--- src/adcif_defs.svh ---
/*
 * Timing counts and widths for the converter host controller.
 * Assumes a 20 MHz system clock (50 ns period).
 */
`ifndef ADCIF_DEFS_SVH
`define ADCIF_DEFS_SVH

// ==========================================================================
// Timing
// ==========================================================================
`define ADCIF_CLK_PERIOD_NS   50
`define ADCIF_CONV_MAX_NS     900
// Longest-wait timeout: whole cycles covering the maximum conversion time
`define ADCIF_CONV_CYC \
    ((`ADCIF_CONV_MAX_NS + `ADCIF_CLK_PERIOD_NS - 1) / `ADCIF_CLK_PERIOD_NS)
`define ADCIF_STROBE_CYC      2
`define ADCIF_RESULT_W        10
`define ADCIF_CODE_MAX        10'h3FF

`endif

--- src/adcif_pkg.sv ---
/*
 * Types shared by the converter host controller.
 * Assumes adcif_defs.svh is on the include path.
 */
`include "adcif_defs.svh"

package adcif_pkg;

    // ======================================================================
    // Sample word handed to the user side
    // ======================================================================
    typedef struct packed {
        logic [1:0]                   chan;
        logic                         timedOut;
        logic [`ADCIF_RESULT_W-1:0]   code;
    } adcif_sample_s;

    // ======================================================================
    // Sequencer states
    // ======================================================================
    typedef enum logic [5:0] {
        ST_IDLE  = 6'b00_0001,
        ST_START = 6'b00_0010,
        ST_WAIT  = 6'b00_0100,
        ST_READ  = 6'b00_1000,
        ST_RELS  = 6'b01_0000,
        ST_PUSH  = 6'b10_0000
    } adcif_state_e;

endpackage : adcif_pkg

--- src/adcif_host.sv ---
/*
 * Host controller for a clockless 10-bit sampling converter that sits on a
 * processor-style bus. Starts conversions, waits for the done interrupt
 * or the worst-case time, reads the result and queues it in a FIFO.
 * Assumes the converter pins are wired directly; the data bus is driven
 * only by the converter, so the host only samples it.
 */
// Notes on behaviour
// - Sample-start and chip select both low start a new conversion.
// - Read strobe and chip select both low put the result on the bus.
// - Channel select is latched at the falling edge of sample-start.
// - The converter sits on the bus like a memory or port, no clock.
`include "adcif_defs.svh"

module adcif_host
    import adcif_pkg::*;
#(
    parameter int NUM_INPUTS = 4,
    parameter int FIFO_DEPTH = 8
) (
    // Clock and reset
    input  wire logic                       clk,
    input  wire logic                       srst,
    // User request
    input  wire logic                       startReq,
    output logic                            startReady,
    input  wire logic [1:0]                 startChan,
    // User sample stream
    output logic                            sampleValid,
    input  wire logic                       sampleReady,
    output adcif_sample_s                   sampleData,
    // Converter pins
    output logic                            chipSel_n,
    output logic                            sampleStart_n,
    output logic                            readStrobe_n,
    output logic                            chan_sel_lo,
    output logic                            chan_sel_hi,
    input  wire logic                       convDone_n,
    input  wire logic [`ADCIF_RESULT_W-1:0] result_bus,
    // Status
    output logic                            busy
);
    localparam logic [4:0] CONV_CYC   = 5'(`ADCIF_CONV_CYC);
    localparam logic [4:0] STROBE_CYC = 5'(`ADCIF_STROBE_CYC);

    // ======================================================================
    // Pin synchronisers
    // ======================================================================
    logic                       doneMeta_reg, doneSync_reg;
    logic [`ADCIF_RESULT_W-1:0] busMeta_reg, busSync_reg;

    // Two stages before any logic reads the pins
    always_ff @(posedge clk) begin
        if (srst) begin
            doneMeta_reg <= 1'b1;
            doneSync_reg <= 1'b1;
            busMeta_reg  <= '0;
            busSync_reg  <= '0;
        end else begin
            doneMeta_reg <= convDone_n;
            doneSync_reg <= doneMeta_reg;
            busMeta_reg  <= result_bus;
            busSync_reg  <= busMeta_reg;
        end
    end

    // Channel lines allowed by the variant
    function automatic logic [1:0] chanMask(input logic [1:0] c);
        if (NUM_INPUTS >= 4) begin
            chanMask = c;
        end else if (NUM_INPUTS == 2) begin
            chanMask = {1'b0, c[0]};
        end else begin
            chanMask = 2'b00;
        end
    endfunction : chanMask

    // ======================================================================
    // Sequencer
    // ======================================================================
    adcif_state_e  state_reg, state_next;
    logic [4:0]    timer_reg, timer_next;
    logic [1:0]    chan_reg, chan_next;
    logic          cs_reg, cs_next, sh_reg, sh_next, rd_reg, rd_next;
    logic          tout_reg, tout_next;
    adcif_sample_s word_reg, word_next;
    logic          pushValid, pushReady;

    assign pushValid  = (state_reg == ST_PUSH);
    assign startReady = (state_reg == ST_IDLE);

    // Next-state logic
    always_comb begin
        state_next = state_reg;
        timer_next = timer_reg;
        chan_next  = chan_reg;
        cs_next    = cs_reg;
        sh_next    = sh_reg;
        rd_next    = rd_reg;
        tout_next  = tout_reg;
        word_next  = word_reg;
        case (state_reg)
            ST_IDLE: begin
                if (startReq) begin
                    // Channel set up one strobe width before the falling edge
                    chan_next  = chanMask(startChan);
                    cs_next    = 1'b1;
                    timer_next = STROBE_CYC;
                    state_next = ST_START;
                end
            end
            ST_START: begin
                if (timer_reg == 5'h0_0 && !sh_reg) begin
                    sh_next    = 1'b1;
                    timer_next = STROBE_CYC;
                end else if (timer_reg == 5'h0_0) begin
                    sh_next    = 1'b0;
                    timer_next = CONV_CYC;
                    tout_next  = 1'b0;
                    state_next = ST_WAIT;
                end else begin
                    timer_next = timer_reg - 1'b1;
                end
            end
            ST_WAIT: begin
                // Done line or worst-case time, whichever first
                if (!doneSync_reg) begin
                    rd_next    = 1'b1;
                    timer_next = STROBE_CYC;
                    state_next = ST_READ;
                end else if (timer_reg == 5'h0_0) begin
                    tout_next  = 1'b1;
                    rd_next    = 1'b1;
                    timer_next = STROBE_CYC;
                    state_next = ST_READ;
                end else begin
                    timer_next = timer_reg - 1'b1;
                end
            end
            ST_READ: begin
                // Bus has passed two sync stages before capture
                if (timer_reg == 5'h0_0) begin
                    word_next.code     = busSync_reg;
                    word_next.chan     = chan_reg;
                    word_next.timedOut = tout_reg;
                    rd_next    = 1'b0;
                    timer_next = STROBE_CYC;
                    state_next = ST_RELS;
                end else begin
                    timer_next = timer_reg - 1'b1;
                end
            end
            ST_RELS: begin
                // Let the done line recover before the next start
                if (timer_reg == 5'h0_0) begin
                    cs_next    = 1'b0;
                    state_next = ST_PUSH;
                end else begin
                    timer_next = timer_reg - 1'b1;
                end
            end
            ST_PUSH: begin
                // Stalls here while the FIFO is full
                if (pushReady) begin
                    state_next = ST_IDLE;
                end
            end
            default: begin
                state_next = ST_IDLE;
            end
        endcase
    end

    // Registers only
    always_ff @(posedge clk) begin
        if (srst) begin
            state_reg <= ST_IDLE;
            timer_reg <= 5'h0_0;
            chan_reg  <= 2'h0;
            cs_reg    <= 1'b0;
            sh_reg    <= 1'b0;
            rd_reg    <= 1'b0;
            tout_reg  <= 1'b0;
            word_reg  <= '0;
        end else begin
            state_reg <= state_next;
            timer_reg <= timer_next;
            chan_reg  <= chan_next;
            cs_reg    <= cs_next;
            sh_reg    <= sh_next;
            rd_reg    <= rd_next;
            tout_reg  <= tout_next;
            word_reg  <= word_next;
        end
    end

    // Pin drive from flops, all strobes idle high
    assign chipSel_n     = ~cs_reg;
    assign sampleStart_n = ~sh_reg;
    assign readStrobe_n  = ~rd_reg;
    assign chan_sel_lo   = chan_reg[0];
    assign chan_sel_hi   = chan_reg[1];
    assign busy          = (state_reg != ST_IDLE);

    // ======================================================================
    // Sample queue
    // ======================================================================
    adcif_fifo #(
        .WIDTH ($bits(adcif_sample_s)),
        .DEPTH (FIFO_DEPTH)
    ) u_fifo (
        .clk      (clk),
        .srst     (srst),
        .inValid  (pushValid),
        .inReady  (pushReady),
        .inData   (word_reg),
        .outValid (sampleValid),
        .outReady (sampleReady),
        .outData  (sampleData)
    );

endmodule : adcif_host

--- src/adcif_fifo.sv ---
/*
 * Synchronous FIFO with valid/ready on both sides.
 * Assumes a single clock and synchronous active-high reset.
 */
module adcif_fifo #(
    parameter int WIDTH = 13,
    parameter int DEPTH = 8
) (
    // Clock and reset
    input  wire logic             clk,
    input  wire logic             srst,
    // Fill side
    input  wire logic             inValid,
    output logic                  inReady,
    input  wire logic [WIDTH-1:0] inData,
    // Drain side
    output logic                  outValid,
    input  wire logic             outReady,
    output logic      [WIDTH-1:0] outData
);
    localparam int AW = $clog2(DEPTH);

    logic [WIDTH-1:0] mem [DEPTH];
    logic [AW-1:0]    wrPtr_reg, wrPtr_next, rdPtr_reg, rdPtr_next;
    logic [AW:0]      count_reg, count_next;
    logic             push, pop;

    // Honest full and empty from the occupancy count
    assign inReady  = (count_reg != (AW+1)'(DEPTH));
    assign outValid = (count_reg != '0);
    assign push     = inValid && inReady;
    assign pop      = outValid && outReady;
    assign outData  = mem[rdPtr_reg];

    // Pointer and count update
    always_comb begin
        wrPtr_next = wrPtr_reg;
        rdPtr_next = rdPtr_reg;
        count_next = count_reg;
        if (push) begin
            wrPtr_next = (wrPtr_reg == AW'(DEPTH-1)) ? '0 : wrPtr_reg + 1'b1;
        end
        if (pop) begin
            rdPtr_next = (rdPtr_reg == AW'(DEPTH-1)) ? '0 : rdPtr_reg + 1'b1;
        end
        if (push && !pop) begin
            count_next = count_reg + 1'b1;
        end else if (pop && !push) begin
            count_next = count_reg - 1'b1;
        end
    end

    // Registers only
    always_ff @(posedge clk) begin
        if (srst) begin
            wrPtr_reg <= '0;
            rdPtr_reg <= '0;
            count_reg <= '0;
        end else begin
            wrPtr_reg <= wrPtr_next;
            rdPtr_reg <= rdPtr_next;
            count_reg <= count_next;
        end
    end

    // Storage array, no reset needed
    always_ff @(posedge clk) begin
        if (push) begin
            mem[wrPtr_reg] <= inData;
        end
    end

endmodule : adcif_fifo

--- config.mk ---
export PLATFORM = sky130hd
export DESIGN_NAME = adcif_host
export DESIGN_NICKNAME = d
export VERILOG_FILES = /design/src/adcif_pkg.sv /design/src/adcif_host.sv /design/src/adcif_fifo.sv
export VERILOG_INCLUDE_DIRS = /design/src /design/src/src
export SDC_FILE = /design/constraint.sdc
export NUM_CORES = 1
export LEC_CHECK = 0
export ABC_AREA = 1
export BUFFER_PORTS_ARGS = -buffer_cell sky130_fd_sc_hd__buf_2
export CAP_MARGIN = 20
export CORE_ASPECT_RATIO = 0.75
export CORE_MARGIN = 3
export CORE_UTILIZATION = 55
export CTS_CLUSTER_DIAMETER = 100
export DETAILED_ROUTE_END_ITERATION = 7
export GPL_TIMING_DRIVEN = 0
export PLACE_DENSITY_LB_ADDON = 0.1
export SKIP_LAST_GASP = 1
export SYNTH_ARGS = -nofsm -noshare
export SYNTH_HDL_FRONTEND = slang
export SYNTH_HIERARCHICAL = 1
export SYNTH_SLANG_ARGS = --single-unit
--- constraint.sdc ---
create_clock -name clk -period 2.4 [get_ports clk]
set_input_delay 0.12 -clock clk [delete_from_list [all_inputs] [get_ports clk]]
set_output_delay 0.12 -clock clk [all_outputs]
set_load 0.1 [all_outputs]
Word level (Yosys, flattened, before mapping)

Memories as Yosys holds them, arrays and structs flattened. A register that Yosys moved wholly into a read port is not among the register bits.
Index checks and enable logic that the tools add are counted.
Widths: inputs -> output; s select.

Register bits after elaboration: 62
Output and inout port bits: 21
Word-level logic and storage cells: 104
Bits in writable memories: 104
Memories: 1
Bits of input ports: 17

Eq/ne operators: 20
Reduce and logical (&&, ||, !) cells: 24
Bitwise logic cells: 3
Multiplexer cells: 34
Add/subtract/negate cells: 5

Memories:

| memory     | words | width | read ports | clocked after Yosys merged registers in | wr ports | RTL line         | RTL |
|---|---|---|---|---|---|---|---|
| u_fifo.mem | 8     | 13    | 1          | 1                                       | 1        | adcif_fifo.sv:23 | `logic [WIDTH-1:0] mem [DEPTH];` |

Operator list:

| kind                | count |
|---|---|
| $mux 6              | 8 |
| $pmux 6 s6          | 1 |
| $mux 5              | 6 |
| $pmux 5 s5          | 1 |
| $ne 2x2->1 const B  | 9 |
| $mux 3              | 4 |
| $reduce_bool 2->1   | 5 |
| $mux 1              | 9 |
| $reduce_and 3->1    | 3 |
| $mux 4              | 2 |
| $reduce_and 7->1    | 1 |
| $add 3x1->3 const B | 2 |
| $eq 3x3->1 const B  | 2 |
| $eq 6x1->1 const B  | 1 |
| $eq 6x2->1 const B  | 1 |
| $eq 6x3->1 const B  | 1 |
| $eq 6x4->1 const B  | 1 |
| $eq 6x5->1 const B  | 1 |
| $eq 6x6->1 const B  | 1 |
| $ne 6x1->1 const B  | 1 |
| $pmux 1 s2          | 3 |
| $reduce_and 2->1    | 3 |
| $logic_and 1x1->1   | 5 |
| $logic_not 5->1     | 1 |
| other kinds (10)    | 14 |

Logic depth before layout (Yosys ltp)

Gate-level depths: netlist (run 1).

Depth after elaboration: 6
Gate-level depth with buffers: 15

Modules after synthesis

Netlist (run 1), hierarchy kept.

By module, submodules not included:

| module     | cells each | times used | area each (um^2) | seq. area each (um^2) |
|---|---|---|---|---|
| adcif_fifo | 441        | 1          | 4939.7           | 3383.2 |
| adcif_host | 296        | 1          | 2213.4           | 1041.0 |

Worst setup path before layout (run 1)

Ideal clock, no wire load.

Kind: register -> register
Start point: register u_fifo.count_reg[1]
End point: register u_fifo.count_reg[3]
Setup slack: -420 ps
Stages on the path, launching flop included: 12
Setup time: 109 ps
Arrival: 2711 ps
Data required time: 2291 ps
Period minus slack after synthesis: 2820 ps
Cell sequence: dfxtp_1 nor2_2 nand3_1 nand2_1 ha_1 inv_1 ha_1 or2_2 nand3_1 nand3_1 nand2_1 inv_1

Word-level cells in the longest chain between the ends: 5
Elaborated cells on any way between the ends: 13
Those cells by class: add/sub: 2; eq/ne: 1; mux: 2; reduce/logical: 8

Ends and longest elaborated chain:

| what                                        | RTL line         | RTL |
|---|---|---|
| start, declared                             | adcif_fifo.sv:25 | `logic [AW:0] count_reg, count_next;` |
| start signal, assigned                      | adcif_fifo.sv:62 | `count_reg <= count_next;` |
| $reduce_bool 4->1 (*)                       | adcif_fifo.sv:30 | `assign outValid = (count_reg != '0);` |
| named net sampleValid                       | adcif_host.sv:29 | `output logic sampleValid,` |
| $logic_and 1x1->1 (*)                       | adcif_fifo.sv:32 | `assign pop = outValid && outReady;` |
| $logic_not 1->1                             | adcif_fifo.sv:46 | `if (push && !pop) begin` |
| $logic_and 1x1->1                           | adcif_fifo.sv:46 |  |
| $mux 4 or $reduce_bool 2->1 (tied branches) | --               |  |

The timed path passes the listed nets; every way through them passes the cells marked *. The select of a mux whose other input is x is not followed.
A chain may end at the register's enable or synchronous reset.

Worst setup path after layout (run 1)

Start point: register state_reg[1]
End point: memory u_fifo.mem[4][10], enable pin

Word-level cells in the longest chain between the ends: 4

Ends and longest elaborated chain:

| what                         | RTL line          | RTL |
|---|---|---|
| start, declared              | adcif_host.sv:81  | `adcif_state_e state_reg, state_next;` |
| start signal, assigned       | adcif_host.sv:186 | `state_reg <= state_next;` |
| $eq 6x6->1                   | adcif_host.sv:89  | `assign pushValid = (state_reg == ST_PUSH);` |
| named net pushValid          | adcif_host.sv:87  | `logic pushValid, pushReady;` |
| $logic_and 1x1->1            | adcif_fifo.sv:31  | `assign push = inValid && inReady;` |
| $mux 1                       | adcif_fifo.sv:68  | `if (push) begin` |
| $mux 1 (implied by the code) | adcif_fifo.sv:69  | `mem[wrPtr_reg] <= inData;` |
| end, declared                | adcif_fifo.sv:23  |  |

The timed path passes the listed nets, and every way through them passes these cells.

==> impl_metrics.json, run 1 <==
{
  "status": "complete, no violations",
  "finalHoldViolations": 0,
  "tns_ns": 0,
  "postSynthAreaPerCell_um2": 9.706,
  "post_route_cells_drive_above_1_share": 0.1990,
  "mappedNetlistNets": 764,
  "critical_path.max_fanout": 13,
  "place.port_buffers": 37,
  "routedWlPerCell_um": 15.50,
  "via_per_inst": 5.144,
  "synth.lib_cells_used.distinct": 35,
  "remaining_drc_errors": 0,
  "worst-r2r-setup-slack_ns": 0.11,
  "first_global_vias": 4880,
  "placed_area_mm2": 0.007581,
  "irDropWorstVdd_mv": 1.610,
  "crit_path_max_delay_cell_type": "sky130_fd_sc_hd__nor2_2",
  "timing.rr.end": "u_fifo/mem[4][10]",
  "antenna_cells": 0,
  "finClkSkew_ns": 0.008979,
  "finish.net_count": 843,
  "period_minus_slack_ns": 2.292,
  "floorplan.io_pins": 38,
  "setup-violations-final": 0,
  "static-leakage-power_nw": 3.289,
  "die_h_um": 104.8,
  "startpoint_type": "flop",
  "fmax_mhz": 436.3,
  "worstMarginPinSlew_ns": 0.7917,
  "critical_path.n_buffers_inverters": 0,
  "area.sequential_mm2": 0.004428,
  "finalWeightedCongestion": 0.8939,
  "grt_util_all_layers": 0.2229,
  "synthesis.yosys.warnings": 6,
  "design.die.area_mm2": 0.01442,
  "rows": 35,
  "antenna_left": 0,
  "final_max_slew_viol_count": 0,
  "cts_max_path_buffers": 2,
  "clock_tree.root_cell": "sky130_fd_sc_hd__clkbuf_16",
  "routed_wirelength_um": 15420,
  "critical_path_class": "reg2reg",
  "final_cell_area_mm2": 0.008429,
  "detailedPlacementHpwl_um": 10530,
  "hold-path-cell-count": 2,
  "area_of_the_multi_input_gates_mm2": 0.002325,
  "period_share": 0.9551,
  "detail_route.first_pass.iterations": 6,
  "core_area_mm2": 0.01248,
  "number_of_instances_in_the_synthesized_netlist": 737,
  "r2r.worst_path.cells": 6,
  "finalHoldWorstSlack_ns": 0.01152,
  "tritoncts_clock_tree": "built",
  "timing.critical_path.slowest_cell_delay_ns": 0.61,
  "cts_made_buffers": 17,
  "cellPowerDensity_mw_per_mm2": 1232,
  "largest_reg_flops": 104,
  "clock_sinks": 169,
  "cap_viol_max_count": 0,
  "worstSkewPairLatency_ns": 0.42,
  "cells_traversed_along_the_worst_timing_path": "nor2_4, nand2_2, nor3_4, nand2_2, or2_4, nor2_2",
  "ys_seq_area_frac": 0.6185,
  "worstSetupStartpoint": "state_reg[1]",
  "synth-edff-count": 104,
  "worst_setup_hold_path_clk_slew_ns": 0.06,
  "path_depth": 6,
  "path_delay_family": "simple AND/OR/NAND/NOR gates",
  "critPathRequiredTime_ns": 2.44,
  "antenna_found_initial": 0,
  "critPathCapture": "u_fifo/mem[4][10]",
  "asyncSetResetFlopFracSynth": 0,
  "end_kind": "flop",
  "vias": 5118,
  "worst_ep_arrival_time_ns": 2.33,
  "setup_slack_ns": 0.1077,
  "worst_slew_margin_rel": 0.4716,
  "maximum_number_of_pins_on_one_net_before_global_route_repair": 17,
  "die_w_um": 137.7,
  "violation_count_after_the_first_detailed_route_iteration": 452,
  "hold_path_class": "in2reg",
  "yosys_most_used_dff": "sky130_fd_sc_hd__edfxtp_1",
  "global_route.overflow_total": 0,
  "ctsHtreeMaxLevel": 4,
  "worst_path_most_repeated_cell": "sky130_fd_sc_hd__nand2_2",
  "crit-reg2reg-launch": "state_reg[1]",
  "postSynthRegisterBits": 169,
  "pre_cts_setup_slack_ns": -0.3298,
  "grt_pass1_wl_um": 24520,
  "initial_standard_cell_utilization_of_the_core": 0.5731,
  "syn-cell-area_mm2": 0.007153,
  "nFillCells": 973,
  "flow.area_growth_from_synthesis_pct": 17.84
}
[how the worst min path moves through the flow]
stage	from	endpoint	slack, ns
final	srst	u_fifo/wrPtr_reg[0]	0.01
after global routing	srst	u_fifo/wrPtr_reg[0]	0.01
after CTS	srst	u_fifo/wrPtr_reg[0]	0.004
after detailed placement	convDone_n	doneMeta_reg	0.31
after global placement	convDone_n	doneMeta_reg	0.31
after floorplan	srst	u_fifo/wrPtr_reg[0]	0.19
[layout make-up]
class / instances / area share
inverter: 66 / 0.02998
multi-input combinational: 478 / 0.2758
clock inverter: 12 / 0.01514
buffer: 24 / 0.02523
timing repair buffer: 60 / 0.04720
tap: 166 / 0.02464
clock buffer: 20 / 0.05670
sequential: 169 / 0.5253
[Yosys cell counts, drive strengths merged (2+ instances only)]
cell / instances / share of area
a21oi: 17 / 0.014
buf: 18 / 0.025
clkbuf: 5 / 0.0026
dfxtp: 65 / 0.18
edfxtp: 104 / 0.44
ha: 9 / 0.016
inv: 66 / 0.035
nand2: 131 / 0.073
nand3: 18 / 0.018
nand4: 2 / 0.0017
nor2: 209 / 0.12
nor3: 3 / 0.0021
o21ai: 77 / 0.054
or2: 4 / 0.0038
xor2: 3 / 0.0037
[worst register-to-register path, stage by stage (launching register included)]
cell	delay (ns)
sky130_fd_sc_hd__dfxtp_4	0.36
sky130_fd_sc_hd__nor2_4	0.16
sky130_fd_sc_hd__nand2_2	0.10
sky130_fd_sc_hd__nor3_4	0.25
sky130_fd_sc_hd__nand2_2	0.14
sky130_fd_sc_hd__or2_4	0.29
sky130_fd_sc_hd__nor2_2	0.61
[placed cells by master, fill, tap and decap left out, types with 4 or more instances in the layout]
cell / synthesis / final
sky130_fd_sc_hd__a21oi_1: 15 / 15
sky130_fd_sc_hd__buf_2: 4 / 41
sky130_fd_sc_hd__buf_4: 0 / 8
sky130_fd_sc_hd__buf_6: 13 / 15
sky130_fd_sc_hd__clkbuf_1: 5 / 5
sky130_fd_sc_hd__clkbuf_16: 0 / 18
sky130_fd_sc_hd__clkinv_4: 0 / 4
sky130_fd_sc_hd__dfxtp_1: 65 / 64
sky130_fd_sc_hd__dlygate4sd3_1: 0 / 13
sky130_fd_sc_hd__edfxtp_1: 104 / 104
sky130_fd_sc_hd__ha_1: 9 / 8
sky130_fd_sc_hd__inv_1: 55 / 53
sky130_fd_sc_hd__inv_2: 9 / 11
sky130_fd_sc_hd__inv_6: 0 / 5
sky130_fd_sc_hd__nand2_1: 124 / 123
sky130_fd_sc_hd__nand2_2: 5 / 6
sky130_fd_sc_hd__nand3_1: 12 / 11
sky130_fd_sc_hd__nand3_2: 5 / 5
sky130_fd_sc_hd__nor2_1: 182 / 178
sky130_fd_sc_hd__nor2_2: 20 / 20
sky130_fd_sc_hd__nor2_4: 7 / 11
sky130_fd_sc_hd__o21ai_0: 25 / 25
sky130_fd_sc_hd__o21ai_1: 52 / 52
[per-layer routing]
layer / vias up / global-route usage / wire, um
met5: - / 0 / 0
met4: 0 / 0.08405 / 273
met3: 28 / 0.04187 / 1026
met2: 175 / 0.3322 / 6946
met1: 2360 / 0.3249 / 7174
li1: 2555 / - / -
[cell families (layout without fill, tap and decap cells)]
logic type                 after synthesis  after routing  synth area share
and+or+nand+nor                        368            368            0.2232
DFF                                    169            169            0.6185
AOI/OAI and AO/OA                       96             96           0.06979
buffers and inverters                   90            182           0.06507
adders and majority gates               10             10           0.01854
xor gates and xnor gates                 4              4          0.004899
[per-stage QoR]
step / total power [mW] / util / cells
6_report: 10.39 / 0.6754 / 995
5_1_grt: 10.87 / 0.6754 / 995
4_1_cts: 10.37 / 0.6692 / 987
3_5_place_dp: 7.647 / 0.6074 / 942
3_3_place_gp: 7.564 / 0.6056 / 940
2_1_floorplan: 6.864 / - / 737
[where the power goes]
part	total (mW)	internal (mW)	switching (mW)
sequential	3.33	3.20	0.134
clock	2.71	1.58	1.13
combinational	4.34	1.05	3.30
[repair_timing]
| action | in CTS | in global routing |
|---|---|---|
| endpoints found under the hold margin | 13 | 0 |
| buffers inserted | 0 | 8 |
| hold buffers | 13 | 0 |
| pin swaps | 0 | 6 |
| setup endpoints to repair | 95 | 48 |
| gates resized for setup | 9 | 8 |
(Power assumes the default switching activity.)
==> run 2, diff against run 1 <==
CORE_UTILIZATION = 40   (was 55)
==> run 2 against run 1 <==
Effect of this change:
- sequential cell count unchanged
- hold slack better by 0.0053 ns
- clock power up 4%
- sequential share of layout area down 0.38 points
- wire length up 5.5%
- critical path depth unchanged
- clock skew up 0.0066 ns
- cell count up 6.8%
- design area up 0.70%
- register-to-register slack better by 0.06 ns
==> impl_metrics.json, run 2 (same netlist as run 1, synthesis figures left out) <==
{
  "violation_count_after_the_first_detailed_route_iteration": 395,
  "worst_setup_hold_path_clk_slew_ns": 0.06,
  "worstMarginPinSlew_ns": 0.7877,
  "routedWlPerCell_um": 15.31,
  "clock_sinks": 169,
  "finalHoldWorstSlack_ns": 0.01681,
  "post_route_cells_drive_above_1_share": 0.1935,
  "global_route.overflow_total": 0,
  "clock_tree.root_cell": "sky130_fd_sc_hd__clkbuf_16",
  "static-leakage-power_nw": 3.299,
  "antenna_cells": 0,
  "hold_path_class": "in2reg",
  "irDropWorstVdd_mv": 0.9335,
  "cellPowerDensity_mw_per_mm2": 1234,
  "largest_reg_flops": 104,
  "ctsHtreeMaxLevel": 4,
  "worstSkewPairLatency_ns": 0.43,
  "end_kind": "flop",
  "rows": 41,
  "grt_setup_unrepaired": "false",
  "layout_common_cells": "sky130_fd_sc_hd__nor2_1 (181), sky130_fd_sc_hd__nand2_1 (123), sky130_fd_sc_hd__edfxtp_1 (104)",
  "cts_max_path_buffers": 2,
  "status": "complete, no violations",
  "critical_path_class": "reg2reg",
  "post-route-util": 0.4939,
  "via_per_inst": 4.736,
  "cap_viol_max_count": 0,
  "final_max_slew_viol_count": 0,
  "detailedPlacementHpwl_um": 11490,
  "critPathRequiredTime_ns": 2.45,
  "worst_ep_arrival_time_ns": 2.28,
  "cts_made_buffers": 17,
  "antenna_found_initial": 0,
  "finalHoldViolations": 0,
  "pre_cts_setup_slack_ns": -0.1887,
  "initial_standard_cell_utilization_of_the_core": 0.4162,
  "critical_path.max_fanout": 13,
  "die_w_um": 160.4,
  "layout.cells.most_common": "sky130_fd_sc_hd__nor2_1",
  "setup_slack_ns": 0.1708,
  "grt_util_all_layers": 0.1750,
  "die_h_um": 121.8,
  "finalWeightedCongestion": 0.8467,
  "routed_wirelength_um": 16270,
  "grt_pass1_wl_um": 26140,
  "finish.net_count": 841,
  "worst_slew_margin_rel": 0.4743,
  "antenna_left": 0,
  "place.port_buffers": 37,
  "setup-violations-final": 0,
  "period_share": 0.9288,
  "core_area_mm2": 0.01719,
  "maximum_number_of_pins_on_one_net_before_global_route_repair": 17,
  "floorplan.io_pins": 38,
  "design.die.area_mm2": 0.01954,
  "vias": 5034,
  "detail_route.first_pass.iterations": 4,
  "finClkSkew_ns": 0.01553,
  "tritoncts_clock_tree": "built",
  "startpoint_type": "flop",
  "first_global_vias": 4924,
  "remaining_drc_errors": 0,
  "fmax_mhz": 448.6,
  "period_minus_slack_ns": 2.229,
  "flow.area_growth_from_synthesis_pct": 18.66,
  "worst-r2r-setup-slack_ns": 0.17
}
==> run 2: stage by stage <==
stage               cell area [um2]  TNS, ns  instances  power (mW)
floorplan                      7166        0        737       6.864
global placement               7646   -25.95       1010       7.651
detailed placement             7680   -5.591       1014       7.701
CTS                            8447        0       1059       10.56
global route                   8488        0       1063       11.05
finish                         8488        0       1063       10.48
==> run 2: critical path, cell delays in order, from the launching register on <==
cell	delay, ns
sky130_fd_sc_hd__dfxtp_1	0.35
sky130_fd_sc_hd__nor2_4	0.16
sky130_fd_sc_hd__nand2_2	0.11
sky130_fd_sc_hd__nor3_4	0.22
sky130_fd_sc_hd__nand2_2	0.12
sky130_fd_sc_hd__or2_4	0.28
sky130_fd_sc_hd__nor2_2	0.61
==> run 2: worst paths after layout <==
check,end,from,cells past startpoint
hold / removal,u_fifo/wrPtr_reg[0],srst,2
setup reg to reg,u_fifo/mem[0][3],state_reg[2],6
setup / recovery,u_fifo/mem[0][3],state_reg[2],6
hold reg to reg,busSync_reg[0],busMeta_reg[0],2
==> run 2: power breakdown <==
part / internal (mW) / switching (mW) / leakage [nW]
Sequential: 3.20 / 0.136 / 1.25
Clock: 1.69 / 1.14 / 0.314
Combinational: 1.03 / 3.29 / 1.73
==> run 2: repair_timing <==
action,CTS,global route
cloned,0,0
hold buffers,13,0
setup endpoints to repair,67,45
pin swaps,0,4
hold endpoints to repair,13,0
setup buffers,0,4
resized for setup,3,6
==> run 2: area by class of cell <==
class                           count  area (um2)
Buffer                             24       212.7
Clock buffer                       22       528.0
Clock inverter                     10       96.34
Fill cell                        1592        8697
Inverter                           66       252.7
Multi-Input combinational cell    478        2297
Sequential cell                   169        4427
Tap cell                          236       295.3
Timing Repair Buffer               58       379.1
==> run 2: metal layers <==
layer  up-vias  track usage  share of wire
li1       2547            -              -
met1      2357       0.2510           0.51
met2       114       0.2656           0.44
met3        16      0.03943          0.034
met4         0      0.05474          0.013
met5         -            0              0
